==> config.mk <==
export PLATFORM = sky130hd
export DESIGN_NAME = cpmc_clock_path_mode_config
export DESIGN_NICKNAME = d
export VERILOG_FILES = /design/src/design/cpmc_pkg.sv /design/src/design/cpmc_path_decode.sv /design/src/design/cpmc_clock_path_mode_config.sv
export SDC_FILE = /design/constraint.sdc
export NUM_CORES = 1
export LEC_CHECK = 0
export ABC_AREA = 1
export BUFFER_PORTS_ARGS = -buffer_cell sky130_fd_sc_hd__buf_2
export CORE_UTILIZATION = 35
export CTS_CLUSTER_DIAMETER = 60
export CTS_CLUSTER_SIZE = 20
export DETAILED_ROUTE_END_ITERATION = 7
export GPL_TIMING_DRIVEN = 1
export HOLD_SLACK_MARGIN = 0.1
export PLACE_DENSITY_LB_ADDON = 0.3
export SKIP_LAST_GASP = 1
export SLEW_MARGIN = 20
export SYNTH_ARGS = -nofsm -noshare
export SYNTH_HDL_FRONTEND = slang
export SYNTH_SLANG_ARGS = --single-unit
==> constraint.sdc <==
create_clock -name mclk_in -period 2.6 [get_ports mclk_in]
set_clock_uncertainty 0.15 [all_clocks]
set_input_delay 0.65 -clock mclk_in [delete_from_list [all_inputs] [get_ports mclk_in]]
set_output_delay 0.65 -clock mclk_in [all_outputs]
set_load 0.05 [all_outputs]
==> src/design/cpmc_pkg.sv <==
/*
 * Shared definitions for the clock path mode configuration block: register
 * indices, field positions, reset values, the update command and the packed
 * structs that carry configuration and decoded controls between modules.
 * Assumes a 32-bit APB register bus whose byte address is four times the
 * register index, because some indices are not multiples of four.
 */
package cpmc_pkg;

	// Register indices; the byte address on APB is the index times four.
	localparam logic [9:0] CPMC_IDX_PLL_CTRL = 10'h010;
	localparam logic [9:0] CPMC_IDX_VCO_DIV = 10'h1e0;
	localparam logic [9:0] CPMC_IDX_SRC_SEL = 10'h1e1;
	localparam logic [9:0] CPMC_IDX_UPDATE = 10'h232;
	localparam logic [9:0] CPMC_IDX_ACTIVE_STAT = 10'h240;

	// Field positions inside the 8-bit registers and, for the pending flag, the status word.
	localparam int unsigned CPMC_PWR_LSB = 0;
	localparam int unsigned CPMC_PUMP_LSB = 4;
	localparam int unsigned CPMC_POL_BIT = 7;
	localparam int unsigned CPMC_DIV_LSB = 0;
	localparam int unsigned CPMC_BYPASS_BIT = 0;
	localparam int unsigned CPMC_SRC_BIT = 1;
	localparam int unsigned CPMC_PEND_BIT = 24;

	// Encodings of the PLL power field.
	localparam logic [1:0] CPMC_PWR_NORMAL = 2'h0;
	localparam logic [1:0] CPMC_PWR_ASYNC_PD = 2'h1;

	// Value that must be written to the update register to apply settings.
	localparam logic [7:0] CPMC_UPDATE_CMD = 8'h01;

	// Values after reset: PLL off, divide by four, divider in use, external clock.
	localparam logic [7:0] CPMC_PLL_CTRL_RST = 8'h01;
	localparam logic [7:0] CPMC_VCO_DIV_RST = 8'h02;
	localparam logic [7:0] CPMC_SRC_SEL_RST = 8'h00;

	// One complete set of programmable configuration bytes.
	typedef struct packed {
		logic [7:0] pll_ctrl;
		logic [7:0] vco_div;
		logic [7:0] src_sel;
	} cpmc_cfg_s;

	localparam cpmc_cfg_s CPMC_CFG_RST = '{
		pll_ctrl: CPMC_PLL_CTRL_RST,
		vco_div: CPMC_VCO_DIV_RST,
		src_sel: CPMC_SRC_SEL_RST
	};

	// Decoded controls that steer the analog PLL and divider paths.
	typedef struct packed {
		logic pll_power_down;
		logic pll_normal;
		logic [2:0] loop_pump_mode;
		logic phase_detector_negative;
		logic [2:0] vco_div_sel;
		logic divider_bypass;
		logic source_internal;
	} cpmc_ctrl_s;

endpackage

==> src/design/cpmc_path_decode.sv <==
/*
 * Registered decoder that turns the active configuration into the control
 * levels of the PLL, the divider bypass mux and the clock source mux.
 * Assumes its configuration input changes only when an update is applied.
 */
`timescale 1ns/1ns

module cpmc_path_decode
	import cpmc_pkg::*;
(
	input wire logic mclk_in,
	input wire logic srst_in,
	input wire cpmc_cfg_s cfg_in,
	output cpmc_ctrl_s ctrl_out
);

	// All state of this module: the registered control word.
	typedef struct packed {
		cpmc_ctrl_s ctrl;
	} cpmc_dec_state_s;

	// Decoded controls after reset, matching the reset configuration.
	localparam cpmc_ctrl_s CPMC_CTRL_RST = '{
		pll_power_down: 1'b1,
		pll_normal: 1'b0,
		loop_pump_mode: 3'h0,
		phase_detector_negative: 1'b0,
		vco_div_sel: CPMC_VCO_DIV_RST[2:0],
		divider_bypass: 1'b0,
		source_internal: 1'b0
	};

	cpmc_dec_state_s state_reg; // Current registered controls.
	cpmc_dec_state_s state_next; // Controls for the next edge.

	// Decode the active bytes into individual path controls.
	always_comb begin
		state_next = state_reg;
		// Field 01 powers the PLL down asynchronously; 00 runs it normally.
		state_next.ctrl.pll_power_down = (cfg_in.pll_ctrl[CPMC_PWR_LSB +: 2] == CPMC_PWR_ASYNC_PD);
		state_next.ctrl.pll_normal = (cfg_in.pll_ctrl[CPMC_PWR_LSB +: 2] == CPMC_PWR_NORMAL);
		state_next.ctrl.loop_pump_mode = cfg_in.pll_ctrl[CPMC_PUMP_LSB +: 3];
		// A set bit flips the detector sense for VCOs that slow as voltage rises.
		state_next.ctrl.phase_detector_negative = cfg_in.pll_ctrl[CPMC_POL_BIT];
		state_next.ctrl.vco_div_sel = cfg_in.vco_div[CPMC_DIV_LSB +: 3];
		// Bypass feeds the input clock straight to the distribution section.
		state_next.ctrl.divider_bypass = cfg_in.src_sel[CPMC_BYPASS_BIT];
		// A clear select bit keeps the external clock input as the source.
		state_next.ctrl.source_internal = cfg_in.src_sel[CPMC_SRC_BIT];
	end

	// Register the controls so the analog side sees glitch-free levels.
	always_ff @(posedge mclk_in) begin
		if (srst_in) begin
			state_reg <= '{ctrl: CPMC_CTRL_RST};
		end else begin
			state_reg <= state_next;
		end
	end

	assign ctrl_out = state_reg.ctrl;
endmodule

==> src/design/cpmc_clock_path_mode_config.sv <==
/*
 * Top of the clock path mode configuration block: an APB register slave
 * holding staged PLL, divider and source settings, an update register that
 * copies them into the active set in one cycle, and the path decoder.
 * Assumes a single 20 MHz clock, a synchronous active-high reset and an APB
 * master that keeps each request stable until pready is sampled high.
 */
// Design decision made here: the APB slave port.
`timescale 1ns/1ns

module cpmc_clock_path_mode_config
	import cpmc_pkg::*;
#(
	parameter int unsigned ADDR_W = 12
)
(
	input wire logic mclk_in,
	input wire logic srst_in,
	input wire logic psel_in,
	input wire logic penable_in,
	input wire logic pwrite_in,
	input wire logic [ADDR_W-1:0] paddr_in,
	input wire logic [31:0] pwdata_in,
	input wire logic [3:0] pstrb_in,
	output logic pready_out,
	output logic [31:0] prdata_out,
	output logic pslverr_out,
	output cpmc_ctrl_s ctrl_out,
	output logic update_pending_out,
	output logic update_applied_out
);

	// All state of the block, registered as one word.
	typedef struct packed {
		cpmc_cfg_s staged; // Values software has written but not applied.
		cpmc_cfg_s active; // Values currently steering the clock path.
		logic pending; // A staged register has been written since the last update.
		logic applied; // One-cycle pulse after an update has been applied.
		logic ready; // Answer flag for the APB access phase.
		logic err; // Error answer for the APB access phase.
		logic [31:0] rdata; // Read data captured in the setup cycle.
	} cpmc_state_s;

	cpmc_state_s state_reg; // Current state.
	cpmc_state_s state_next; // State for the next edge.

	logic setup_phase; // APB setup cycle of any transfer.
	logic access_done; // Edge at which the current transfer completes.
	logic wr_fire; // A write takes effect at this edge.
	logic upd_fire; // A write of the update command takes effect at this edge.
	logic [31:0] rd_mux; // Read value for the addressed register.
	logic addr_mapped; // Address hits a register of this block.

	// True when the bus address selects the register with the given index.
	function automatic logic cpmc_hit(input logic [ADDR_W-1:0] addr, input logic [9:0] idx);
		cpmc_hit = (addr == ADDR_W'({idx, 2'b00}));
	endfunction

	// Merge byte lane zero of a write into an 8-bit register.
	function automatic logic [7:0] cpmc_merge(input logic [7:0] old_val,
		input logic [31:0] wdata, input logic [3:0] strb);
		cpmc_merge = strb[0] ? wdata[7:0] : old_val;
	endfunction

	// Bus phase decode; pready is registered so the access edge is its own.
	// The slave never stretches a transfer: one setup and one access cycle.
	// The price is that the read value is frozen in the setup cycle, so a
	// status read shows the state one edge before the access edge.
	always_comb begin
		setup_phase = psel_in && !penable_in;
		access_done = psel_in && penable_in && state_reg.ready;
		wr_fire = access_done && pwrite_in && !state_reg.err;
		// Only the exact command value applies; other values are ignored.
		upd_fire = wr_fire && cpmc_hit(paddr_in, CPMC_IDX_UPDATE) && pstrb_in[0]
			&& (pwdata_in[7:0] == CPMC_UPDATE_CMD);
	end

	// Address decode and read multiplexer, evaluated in the setup cycle.
	always_comb begin
		addr_mapped = 1'b1;
		rd_mux = 32'h0000_0000;
		if (cpmc_hit(paddr_in, CPMC_IDX_PLL_CTRL)) begin
			rd_mux = {24'h00_0000, state_reg.staged.pll_ctrl};
		end else if (cpmc_hit(paddr_in, CPMC_IDX_VCO_DIV)) begin
			rd_mux = {24'h00_0000, state_reg.staged.vco_div};
		end else if (cpmc_hit(paddr_in, CPMC_IDX_SRC_SEL)) begin
			rd_mux = {24'h00_0000, state_reg.staged.src_sel};
		end else if (cpmc_hit(paddr_in, CPMC_IDX_UPDATE)) begin
			// The trigger acts on the write only and always reads back as zero.
			rd_mux = 32'h0000_0000;
		end else if (cpmc_hit(paddr_in, CPMC_IDX_ACTIVE_STAT)) begin
			// Shows what the hardware is actually using, plus the pending flag.
			rd_mux = {7'h00, state_reg.pending, state_reg.active};
		end else begin
			addr_mapped = 1'b0;
		end
	end

	// Next-state logic for the register file, the update and the bus answer.
	always_comb begin
		state_next = state_reg;
		state_next.applied = 1'b0;
		// Answer every transfer in its first access cycle: no wait states.
		if (setup_phase) begin
			state_next.ready = 1'b1;
			state_next.rdata = pwrite_in ? 32'h0000_0000 : rd_mux;
			// Unmapped addresses and writes to the read-only status answer with an error.
			state_next.err = !addr_mapped
				|| (pwrite_in && cpmc_hit(paddr_in, CPMC_IDX_ACTIVE_STAT));
		end else if (access_done) begin
			state_next.ready = 1'b0;
			state_next.err = 1'b0;
		end
		// Writes land in the staging copy only and never touch the live path.
		if (wr_fire) begin
			if (cpmc_hit(paddr_in, CPMC_IDX_PLL_CTRL)) begin
				state_next.staged.pll_ctrl = cpmc_merge(state_reg.staged.pll_ctrl,
					pwdata_in, pstrb_in);
				state_next.pending = 1'b1;
			end else if (cpmc_hit(paddr_in, CPMC_IDX_VCO_DIV)) begin
				state_next.staged.vco_div = cpmc_merge(state_reg.staged.vco_div,
					pwdata_in, pstrb_in);
				state_next.pending = 1'b1;
			end else if (cpmc_hit(paddr_in, CPMC_IDX_SRC_SEL)) begin
				state_next.staged.src_sel = cpmc_merge(state_reg.staged.src_sel,
					pwdata_in, pstrb_in);
				state_next.pending = 1'b1;
			end
		end
		// The whole staged set moves at once, so no partial mix ever reaches the path.
		if (upd_fire) begin
			state_next.active = state_reg.staged;
			state_next.pending = 1'b0;
			state_next.applied = 1'b1;
		end
	end

	// Register the state; reset gives the power-up defaults of the clock path.
	// Reset is synchronous, so the analog side sees the PLL off from the edge
	// at which reset is first sampled high, never in the middle of a cycle.
	always_ff @(posedge mclk_in) begin
		if (srst_in) begin
			state_reg.staged <= CPMC_CFG_RST;
			state_reg.active <= CPMC_CFG_RST;
			state_reg.pending <= 1'b0;
			state_reg.applied <= 1'b0;
			state_reg.ready <= 1'b0;
			state_reg.err <= 1'b0;
			state_reg.rdata <= 32'h0000_0000;
		end else begin
			state_reg <= state_next;
		end
	end

	// Path decoder; its outputs lag the active set by one registered cycle.
	cpmc_path_decode u_decode (
		.mclk_in(mclk_in),
		.srst_in(srst_in),
		.cfg_in(state_reg.active),
		.ctrl_out(ctrl_out)
	);

	// Bus answer and status outputs, straight from flip-flops except pslverr, which gates err with ready.
	assign pready_out = state_reg.ready;
	assign pslverr_out = state_reg.ready && state_reg.err;
	assign prdata_out = state_reg.rdata;
	assign update_pending_out = state_reg.pending;
	assign update_applied_out = state_reg.applied;
endmodule

* Yosys cells after proc, flatten, opt, wreduce, memory -nomap -nowiden
Index checks and enable logic that the tools add are counted.
Widths: inputs -> output; s select.
** Word-level totals
- Bits in registers :: 95
- Bits of input ports :: 53
- Output and inout bits :: 47
- Logic and storage cells :: 66
** Operators by class
- Equality and inequality tests :: 7
- Multiplexer cells :: 17
- Bitwise operators :: 2
- Reduce and logical (&&, ||, !) cells :: 22
** Operators with widths (number)
- $mux 25 :: 5
- $mux 32 :: 1
- $eq 12x11->1 const B :: 2
- $eq 12x12->1 const B :: 2
- $eq 12x7->1 const B :: 1
- $logic_and 1x1->1 :: 10
- $mux 1 :: 9
- $eq 8x1->1 const B :: 1
- $reduce_and 5->1 :: 1
- $mux 2 :: 2
- $reduce_and 4->1 :: 1
- $logic_not 1->1 :: 3
- $reduce_and 3->1 :: 1
- $reduce_bool 3->1 :: 1
- $eq 2x1->1 const B :: 1
- $logic_not 2->1 :: 1
- $not 1->1 :: 2
- $reduce_and 2->1 :: 1
- $reduce_bool 2->1 :: 1
- $reduce_or 2->1 :: 1
- $logic_or 1x1->1 :: 1

* Depth between registers and ports, before layout
Gate-level depths: netlist of run 1.
- Depth after elaboration :: 9
- Depth in mapped cells :: 11
- Gate-level depth less buffers :: 11

* By module
Synthesis of run 1 repeated with hierarchy kept, for this count alone.
** Second synthesis, totals
- Cell total of the unflattened synthesis :: 538
- Area total of the unflattened synthesis :: 4165.2 um^2
** By module, submodules not included
- cpmc_clock_path_mode_config :: instances 1, cells each 504, area an instance 3839.9 um^2, sequential area each 1541.5 um^2
- cpmc_path_decode :: instances 1, cells each 34, area an instance 325.3 um^2, sequential area each 220.2 um^2

* Worst setup path after synthesis of run 1
Ideal clock, no wire load.
- Path kind :: reg2reg
- From :: register state_reg, in the netlist pready_out
- To :: register state_reg[54] in the netlist's numbering
- Library setup time :: 0.113 ns
- Arrival :: 1.836 ns
- Data required time :: 2.337 ns
- Setup slack :: 0.502 ns
- Stages on the path, launching flop included :: 10
- Buffers on the path :: 1
- Period minus slack after synthesis :: 2.098 ns
- Cells stage by stage :: dfxtp_1 > nand4_1 > nor2_2 > nand2_2 > clkinv_2 > nor3b_4 > nand2_4 > buf_2 > nand3_1 > nand2_1
** Between the ends
- Word-level cells in the longest chain between the ends :: 6
** RTL lines
- from (decl) :: line cpmc_clock_path_mode_config.sv:44 : cpmc_state_s state_reg;
- from (signal assigned) :: line cpmc_clock_path_mode_config.sv:151 : state_reg <= state_next;
- $logic_and 1x1->1 :: line cpmc_clock_path_mode_config.sv:71 : access_done = psel_in && penable_in && state_reg.ready;
- $logic_and 1x1->1 (2 in series) :: line cpmc_clock_path_mode_config.sv:72 : wr_fire = access_done && pwrite_in && !state_reg.err;
- $logic_and 1x1->1 (2 in series) :: line cpmc_clock_path_mode_config.sv:74 : upd_fire = wr_fire && cpmc_hit(paddr_in, CPMC_IDX_UPDATE) && pstrb_in[0]
- $logic_and 1x1->1 :: line cpmc_clock_path_mode_config.sv:75 : && (pwdata_in[7:0] == CPMC_UPDATE_CMD);
Every way passes these cells.
A chain may end at the register's enable or synchronous reset.

* Worst setup path after layout of run 1
- From :: input port paddr_in[1]
- To :: register state_reg, in the netlist prdata_out[5]
** Between the ends
- Word-level cells in the longest chain between the ends :: 7
- Elaborated cells between the ends (all ways) :: 11
- Classes of those cells :: eq/ne: 5; mux: 6
** RTL lines
- from (decl) :: line cpmc_clock_path_mode_config.sv:22 : input wire logic [ADDR_W-1:0] paddr_in,
- $eq 12x12->1 :: line cpmc_clock_path_mode_config.sv:56 : cpmc_hit = (addr == ADDR_W'({idx, 2'b00}));
- $mux 25 :: line cpmc_clock_path_mode_config.sv:91 : end else if (cpmc_hit(paddr_in, CPMC_IDX_ACTIVE_STAT)) begin
- $mux 25 :: line cpmc_clock_path_mode_config.sv:88 : end else if (cpmc_hit(paddr_in, CPMC_IDX_UPDATE)) begin
- $mux 25 :: line cpmc_clock_path_mode_config.sv:86 : end else if (cpmc_hit(paddr_in, CPMC_IDX_SRC_SEL)) begin
- $mux 25 :: line cpmc_clock_path_mode_config.sv:84 : end else if (cpmc_hit(paddr_in, CPMC_IDX_VCO_DIV)) begin
- $mux 25 (*) :: line cpmc_clock_path_mode_config.sv:82 : if (cpmc_hit(paddr_in, CPMC_IDX_PLL_CTRL)) begin
- $mux 32 (*) :: line cpmc_clock_path_mode_config.sv:106 : state_next.rdata = pwrite_in ? 32'h0000_0000 : rd_mux;
Mark *: on every way between the ends. The rest lies on a longest branch, timed or not.

==> results.py, run 1 <==
metrics = {
    "run_status": {
        "run_status": "completed",
    },
    "floorplan": {
        "initial_util_pct": 35.9,
        "die_area_um2": 11500,
        "boundaryPins": 100,
        "fp.dieH_um": 107,
        "placementRows": 38,
        "coreArea_um2": 10800,
        "die_w_um": 107,
    },
    "timing": {
        "grt_setup_unrepaired": "false",
        "hold_viol_final": 0,
        "final_max_tran_viols": 0,
        "finalWorstPathRequiredPeriod_ps": 2170,
        "setup_viol": 0,
        "period_share_pct": 83.3,
        "fmax_ghz": 0.461,
        "tns_ps": 0,
    },
    "clock_network": {
        "post_cts.resized_instances": 0,
        "ctsRootBufferMaster": "clkbuf_8",
        "clk_pin_slew_worst_setup_hold_paths_ps": 80,
        "htree_levels": 3,
        "clock_latency_ps": 350,
        "clkSinkCount": 88,
        "cts.hold.buffers_added": 0,
        "cts_buffers": 9,
        "cts_setup_buffers": 0,
        "clock_tree_from_tritoncts": "yes",
        "max-clock-path-buffers": 2,
    },
    "worst_setup_path": {
        "worst_path_most_repeated_cell": "nand2_1",
        "slowest_stage_cell_cp": "nor2_1",
        "crit_arrival_ps": 2250,
        "setup.worst_path.end_class": "flop",
        "critical_path.top_delay_family": "simple AND/OR/NAND/NOR gates",
        "critical-path-max-stage-delay_ps": 350,
        "critPathLaunchType": "input port",
        "cp_data_required_time_ps": 2680,
        "path_depth": 11,
        "critPathKind": "in -> reg",
        "critPathMaxFanout": 5,
        "worst_r2r_path_cells": 9,
        "crit_buf_inv": 2,
        "crit_chain": "buf_2 -> nor2_1 -> nand2_1 -> nor2_1 -> nand3_1 -> inv_1 -> nand2_1 -> nand2_1 -> nand2_1 -> nand2_1 -> a21oi_1",
    },
    "synth": {
        "post_synth_instance_area_um2": 3880,
        "yosys_most_used_dff": "dfxtp_1",
        "synth_compound_gate_area_share_pct": 12.3,
        "postSynthRegisterBits": 88,
        "yosysSeqAreaShare_pct": 45.4,
        "postSynth.asyncResetShare_pct": 0,
        "biggest_area_consumer_among_synthesized_cells": "dfxtp_1",
        "synth_top_cells_by_area": "dfxtp_1 (45%), nand2_1 (14%), buf_4 (6.4%)",
        "synth_top_family_by_area": "simple AND/OR/NAND/NOR gates",
        "synth_fa_ha_area_share_pct": 0,
        "number_of_synthesized_flops_with_an_enable_pin": 0,
        "syn_avg_cell_area_um2": 7.34,
        "synthDominantCellAreaShare_pct": 45.4,
        "post_synth_mux_area_share_pct": 0,
        "synth_cell_type_count": 28,
        "synthMostInstantiatedCell": "nand2_1",
        "synth_commonest_cells": "nand2_1 (140), dfxtp_1 (88), inv_1 (53)",
        "synth_xor_area_share_pct": 0,
        "synth_warnings": 0,
        "synth_simple_gate_area_share_pct": 27.9,
        "synthCells": 528,
    },
    "placement": {
        "gpl.final_weighted_congestion": 0.895,
        "detailed_place_hpwl_mm": 6.96,
        "detailed_place.area_um2": 4240,
        "numPortBuffers": 65,
    },
    "min_path": {
        "min_path_cells": 2,
        "min-delay-path-class": "reg -> reg",
    },
    "detailed_routing": {
        "drt-total-wl_mm": 9.19,
        "drt-pass1-iter-count": 4,
        "drt_drc_violations_left": 0,
        "routed-wl-met2_mm": 4.31,
        "num_vias": 3385,
        "met3_wirelength_um": 329,
        "detailedRoute.firstIterationViolations": 142,
        "routedWlPerCell_um": 12.7,
        "detail-route-antenna-nets": 0,
        "routed_via_count_divided_by_cell_count": 4.68,
        "wirelength_met1_mm": 4.38,
        "routed.top_layer": "met4",
    },
    "power": {
        "cellLeakagePower_uw": 0.00211,
        "max_rail_drop_vdd_mv": 0.199,
        "p_per_area_nw_per_um2": 566,
    },
    "grt": {
        "globalRoute.totalOverflow": 0,
        "vias_in_the_first_global_route": 3091,
        "antenna_violations_before_repair": 0,
        "grt_pass1_wl_mm": 15.0,
        "track_usage_pct": 16.6,
        "grt_start_max_net_pins": 50,
    },
    "run": {
        "drv.max_cap_violation_count": 0,
    },
    "final_layout": {
        "stdcell_area_um2": 4450,
        "post_route_cells_drive_above_1_share_pct": 19.5,
        "antenna_cells_inserted": 0,
        "fin_nets": 632,
        "largest_register_ff_count": 49,
        "area_growth_pct": 14.8,
    },
}
## path summary, 6_finish.rpt
| path | start | endpoint | slack [ps] |
|---|---|---|---|
| max | paddr_in[1] | prdata_out[5]$_SDFFE_PP0P_ | 430 |
| min | state_reg[57]$_SDFFE_PP0P_ | u_decode.ctrl_out[7]$_SDFF_PP0_ | 290 |
| max reg2reg | pready_out$_SDFFE_PP0P_ | state_reg[44]$_SDFFE_PP0P_ | 600 |
| min reg2reg | state_reg[57]$_SDFFE_PP0P_ | u_decode.ctrl_out[7]$_SDFF_PP0_ | 290 |
## worst min-delay path: cells and delay by family, from the launching register on
family        cells  cell delay [ps]
simple gates      1               40
buf+inv           1               50
flops             1              320
## cells in the final DEF (no fill, tap or decap)
cell         n
a211oi_1     9
a21oi_1     37
a32o_1       6
buf_12       2
buf_2       65
buf_4       17
bufinv_16    2
clkbuf_1     3
clkbuf_8    10
clkinv_2     2
conb_1       7
dfxtp_1     88
inv_1       53
inv_2        5
nand2_1    140
nand2_2      1
nand2_4      1
nand3_1     40
nand4_1      9
nor2_1      46
nor2_2       4
nor2_4       1
nor2_8       1
nor3_1       3
nor3_2       2
nor3b_4      1
o211a_1      1
o211ai_1     5
o21ai_0     23
## layer usage
metal / vias up / track usage, %
met3: 13 / 2.67
met4: 0 / 6.46
met1: 1548 / 21.7
met2: 65 / 27.5
li1: 1759 / -
met5: - / 0
## where the power goes
part	switching, µW	internal, µW	total [µW]
combinational	107	37.2	145
sequential	1.99	1350	1350
clock	456	568	1020
total	566	1950	2520
## layout make-up
class                   count  area, µm²
repair buffers             84        493
clock buffers              13        149
fillers                  1105       6340
clock inverters             3       65.1
multi-input cells         337       1580
inverters                  59        223
well taps                 140        175
flip-flops and latches     88       1760
## logic make-up after synthesis
family,count (synthesis)
buf+inv,109
other cells,1
flops,88
simple gates,249
compound gates,81
## metrics by stage
step                util (%)  hold WS (ps)  worst slack, ps  total power [µW]  std cells
finish                  41.2           288              433              2520        724
global route            41.2           318              283              2610        724
CTS                     41.2           291              496              2540        724
detailed placement      39.3           281              131              1530        708
global placement        39.3           281              167              1530        708
floorplan                  -           264              502              1480        534
Power figures use the tool's default switching activity.
==> run 2, diff against run 1 <==
clock period = 1.8 ns   (was 2.6 ns; I/O delays follow)
==> results.py, run 2 (synthesis gave the netlist of run 1 again) <==
metrics = {
    "worst_setup_path": {
        "cp_data_required_time_ps": 1200,
        "crit_arrival_ps": 1150,
        "r2r_start": "pready_out$_SDFFE_PP0P_",
        "register_to_register_path_setup_slack_ps": 110,
        "crit-reg2reg-capture": "state_reg[50]$_SDFFE_PP0P_",
        "critPathKind": "reg -> out",
        "critPathMaxFanout": 4,
        "worst_r2r_path_cells": 10,
        "setup.worst_path.end_class": "primary output",
        "critPathLaunchType": "flop",
    },
    "clock_network": {
        "clk_pin_slew_worst_setup_hold_paths_ps": 90,
        "ctsRootBufferMaster": "clkbuf_8",
        "cts_buffers": 9,
        "cts.hold.buffers_added": 0,
        "max-clock-path-buffers": 2,
        "clock_latency_ps": 350,
        "htree_levels": 3,
        "clkSinkCount": 88,
        "clock_tree_from_tritoncts": "yes",
    },
    "timing": {
        "final_max_tran_viols": 0,
        "tns_ps": 0,
        "finalWorstPathRequiredPeriod_ps": 1750,
        "period_share_pct": 97.2,
        "hold_viol_final": 0,
        "fmax_ghz": 0.572,
        "setup_viol": 0,
        "grt_setup_unrepaired": "true",
    },
    "final_layout": {
        "largest_register_ff_count": 49,
        "area_growth_pct": 25.4,
        "stdcell_area_um2": 4860,
        "antenna_cells_inserted": 0,
        "fin_nets": 681,
        "post_route_cells_drive_above_1_share_pct": 27.0,
        "layout_commonest_cell": "nand2_1",
        "most-common-layout-cells": "nand2_1 (140), dfxtp_1 (87), buf_2 (64), buf_4 (64), inv_1 (53)",
        "nFillCells": 1111,
    },
    "power": {
        "p_per_area_nw_per_um2": 746,
        "internal_power_uw": 2730,
        "share_clk_of_total_power_pct": 38.8,
        "max_rail_drop_vdd_mv": 0.388,
        "cellLeakagePower_uw": 0.00237,
        "power.combinational.fraction_pct": 7.5,
        "power_frac_seq_pct": 53.8,
        "total_switching_power_uw": 891,
        "p_sw_share_pct": 24.6,
    },
    "run_status": {
        "run_status": "completed",
    },
    "detailed_routing": {
        "drt-total-wl_mm": 9.88,
        "routed_via_count_divided_by_cell_count": 4.54,
        "drt-pass1-iter-count": 4,
        "drt_drc_violations_left": 0,
        "num_vias": 3513,
        "detail-route-antenna-nets": 0,
        "routedWlPerCell_um": 12.8,
        "detailedRoute.firstIterationViolations": 211,
    },
    "floorplan": {
        "boundaryPins": 100,
        "coreArea_um2": 10800,
        "die_w_um": 107,
        "placementRows": 38,
        "die_area_um2": 11500,
        "fp.dieH_um": 107,
        "initial_util_pct": 35.9,
    },
    "grt": {
        "track_usage_pct": 18.2,
        "globalRoute.totalOverflow": 0,
        "antenna_violations_before_repair": 0,
        "vias_in_the_first_global_route": 3273,
        "grt_start_max_net_pins": 51,
        "grt_pass1_wl_mm": 16.2,
    },
    "min_path": {
        "min_to": "state_reg[67]$_SDFFE_PP0P_",
        "min-delay-path-class": "in -> reg",
        "worstHoldStart": "pwdata_in[7]",
        "min_path_cells": 3,
    },
    "placement": {
        "gpl.final_weighted_congestion": 0.897,
        "detailed_place_hpwl_mm": 7.41,
        "detailed_place.area_um2": 4630,
        "numPortBuffers": 65,
    },
    "run": {
        "drv.max_cap_violation_count": 0,
    },
}
-- run 2: changes by cell type in the layout (fill, tap and decap cells not counted), moves of 2 or more --
| cell | previous run | this run |
|---|---|---|
| nor2_1 | 46 | 42 |
| buf_12 | 2 | 4 |
| nor2_2 | 4 | 8 |
| buf_4 | 17 | 64 |
| clkbuf_1 | 3 | 0 |
-- run 2: repair_timing --
item,in CTS,in global routing
gates resized for setup,1,4
buffers inserted,0,1
endpoints found under the setup margin,1,40
-- run 2: cell type report --
cell class	instances	area (µm²)	area share, %
clock buffer	10	138	2.83
clock inverter	6	67.6	1.39
tap	140	175	3.60
timing repair buffer	133	892	18.4
sequential	88	1770	36.3
multi-input combinational	337	1600	32.9
inverter	59	223	4.58
-- run 2: layer usage --
metal	GRT usage, %	up-vias	share of wire [%]
met5	0	-	0
met4	5.38	0	1.7
met3	2.80	12	4.7
met2	29.4	74	46
met1	24.8	1568	47
li1	-	1859	-
-- run 2: worst max-delay path by stage --
stage	startpoint	to	slack [ps]	depth (start not counted)
after global placement	paddr_in[4]	prdata_out[7]$_SDFFE_PP0P_	-300	11
after detailed placement	paddr_in[4]	state_reg[48]$_SDFFE_PP0P_	-340	10
after floorplan	pready_out$_SDFFE_PP0P_	state_reg[54]$_SDFFE_PP0P_	7	9
after global routing	paddr_in[4]	prdata_out[0]$_SDFFE_PP0P_	-20	11
after CTS	paddr_in[4]	state_reg[46]$_SDFFE_PP0P_	30	10
final	pready_out$_SDFFE_PP0P_	pslverr_out	50	4
-- run 2: worst max-delay path, cell delays in order, from the launching register on --
cell and delay (ps):
dfxtp_4 350, buf_4 140, nand2_1 90, inv_1 50, buf_4 180
-- run 2: through the flow --
step	hold slack, ps	cells	utilization (%)	setup WS (ps)	total power (µW)
after floorplan	264	534	-	7.02	2130
after global placement	280	756	42.9	-302	2260
after CTS	216	772	44.9	32.1	3660
after detailed placement	285	756	42.9	-343	2260
after global routing	226	773	45.0	-17.1	3770
final	221	773	45.0	50.7	3630
-- run 2: power by group through the flow --
stage / Clock, µW / Sequential (µW) / Combinational [µW]
after floorplan: 0 / 2000 / 132
after global placement: 0 / 1990 / 265
after detailed placement: 0 / 1990 / 267
after CTS: 1440 / 1950 / 270
after global routing: 1530 / 1950 / 296
final: 1410 / 1950 / 271
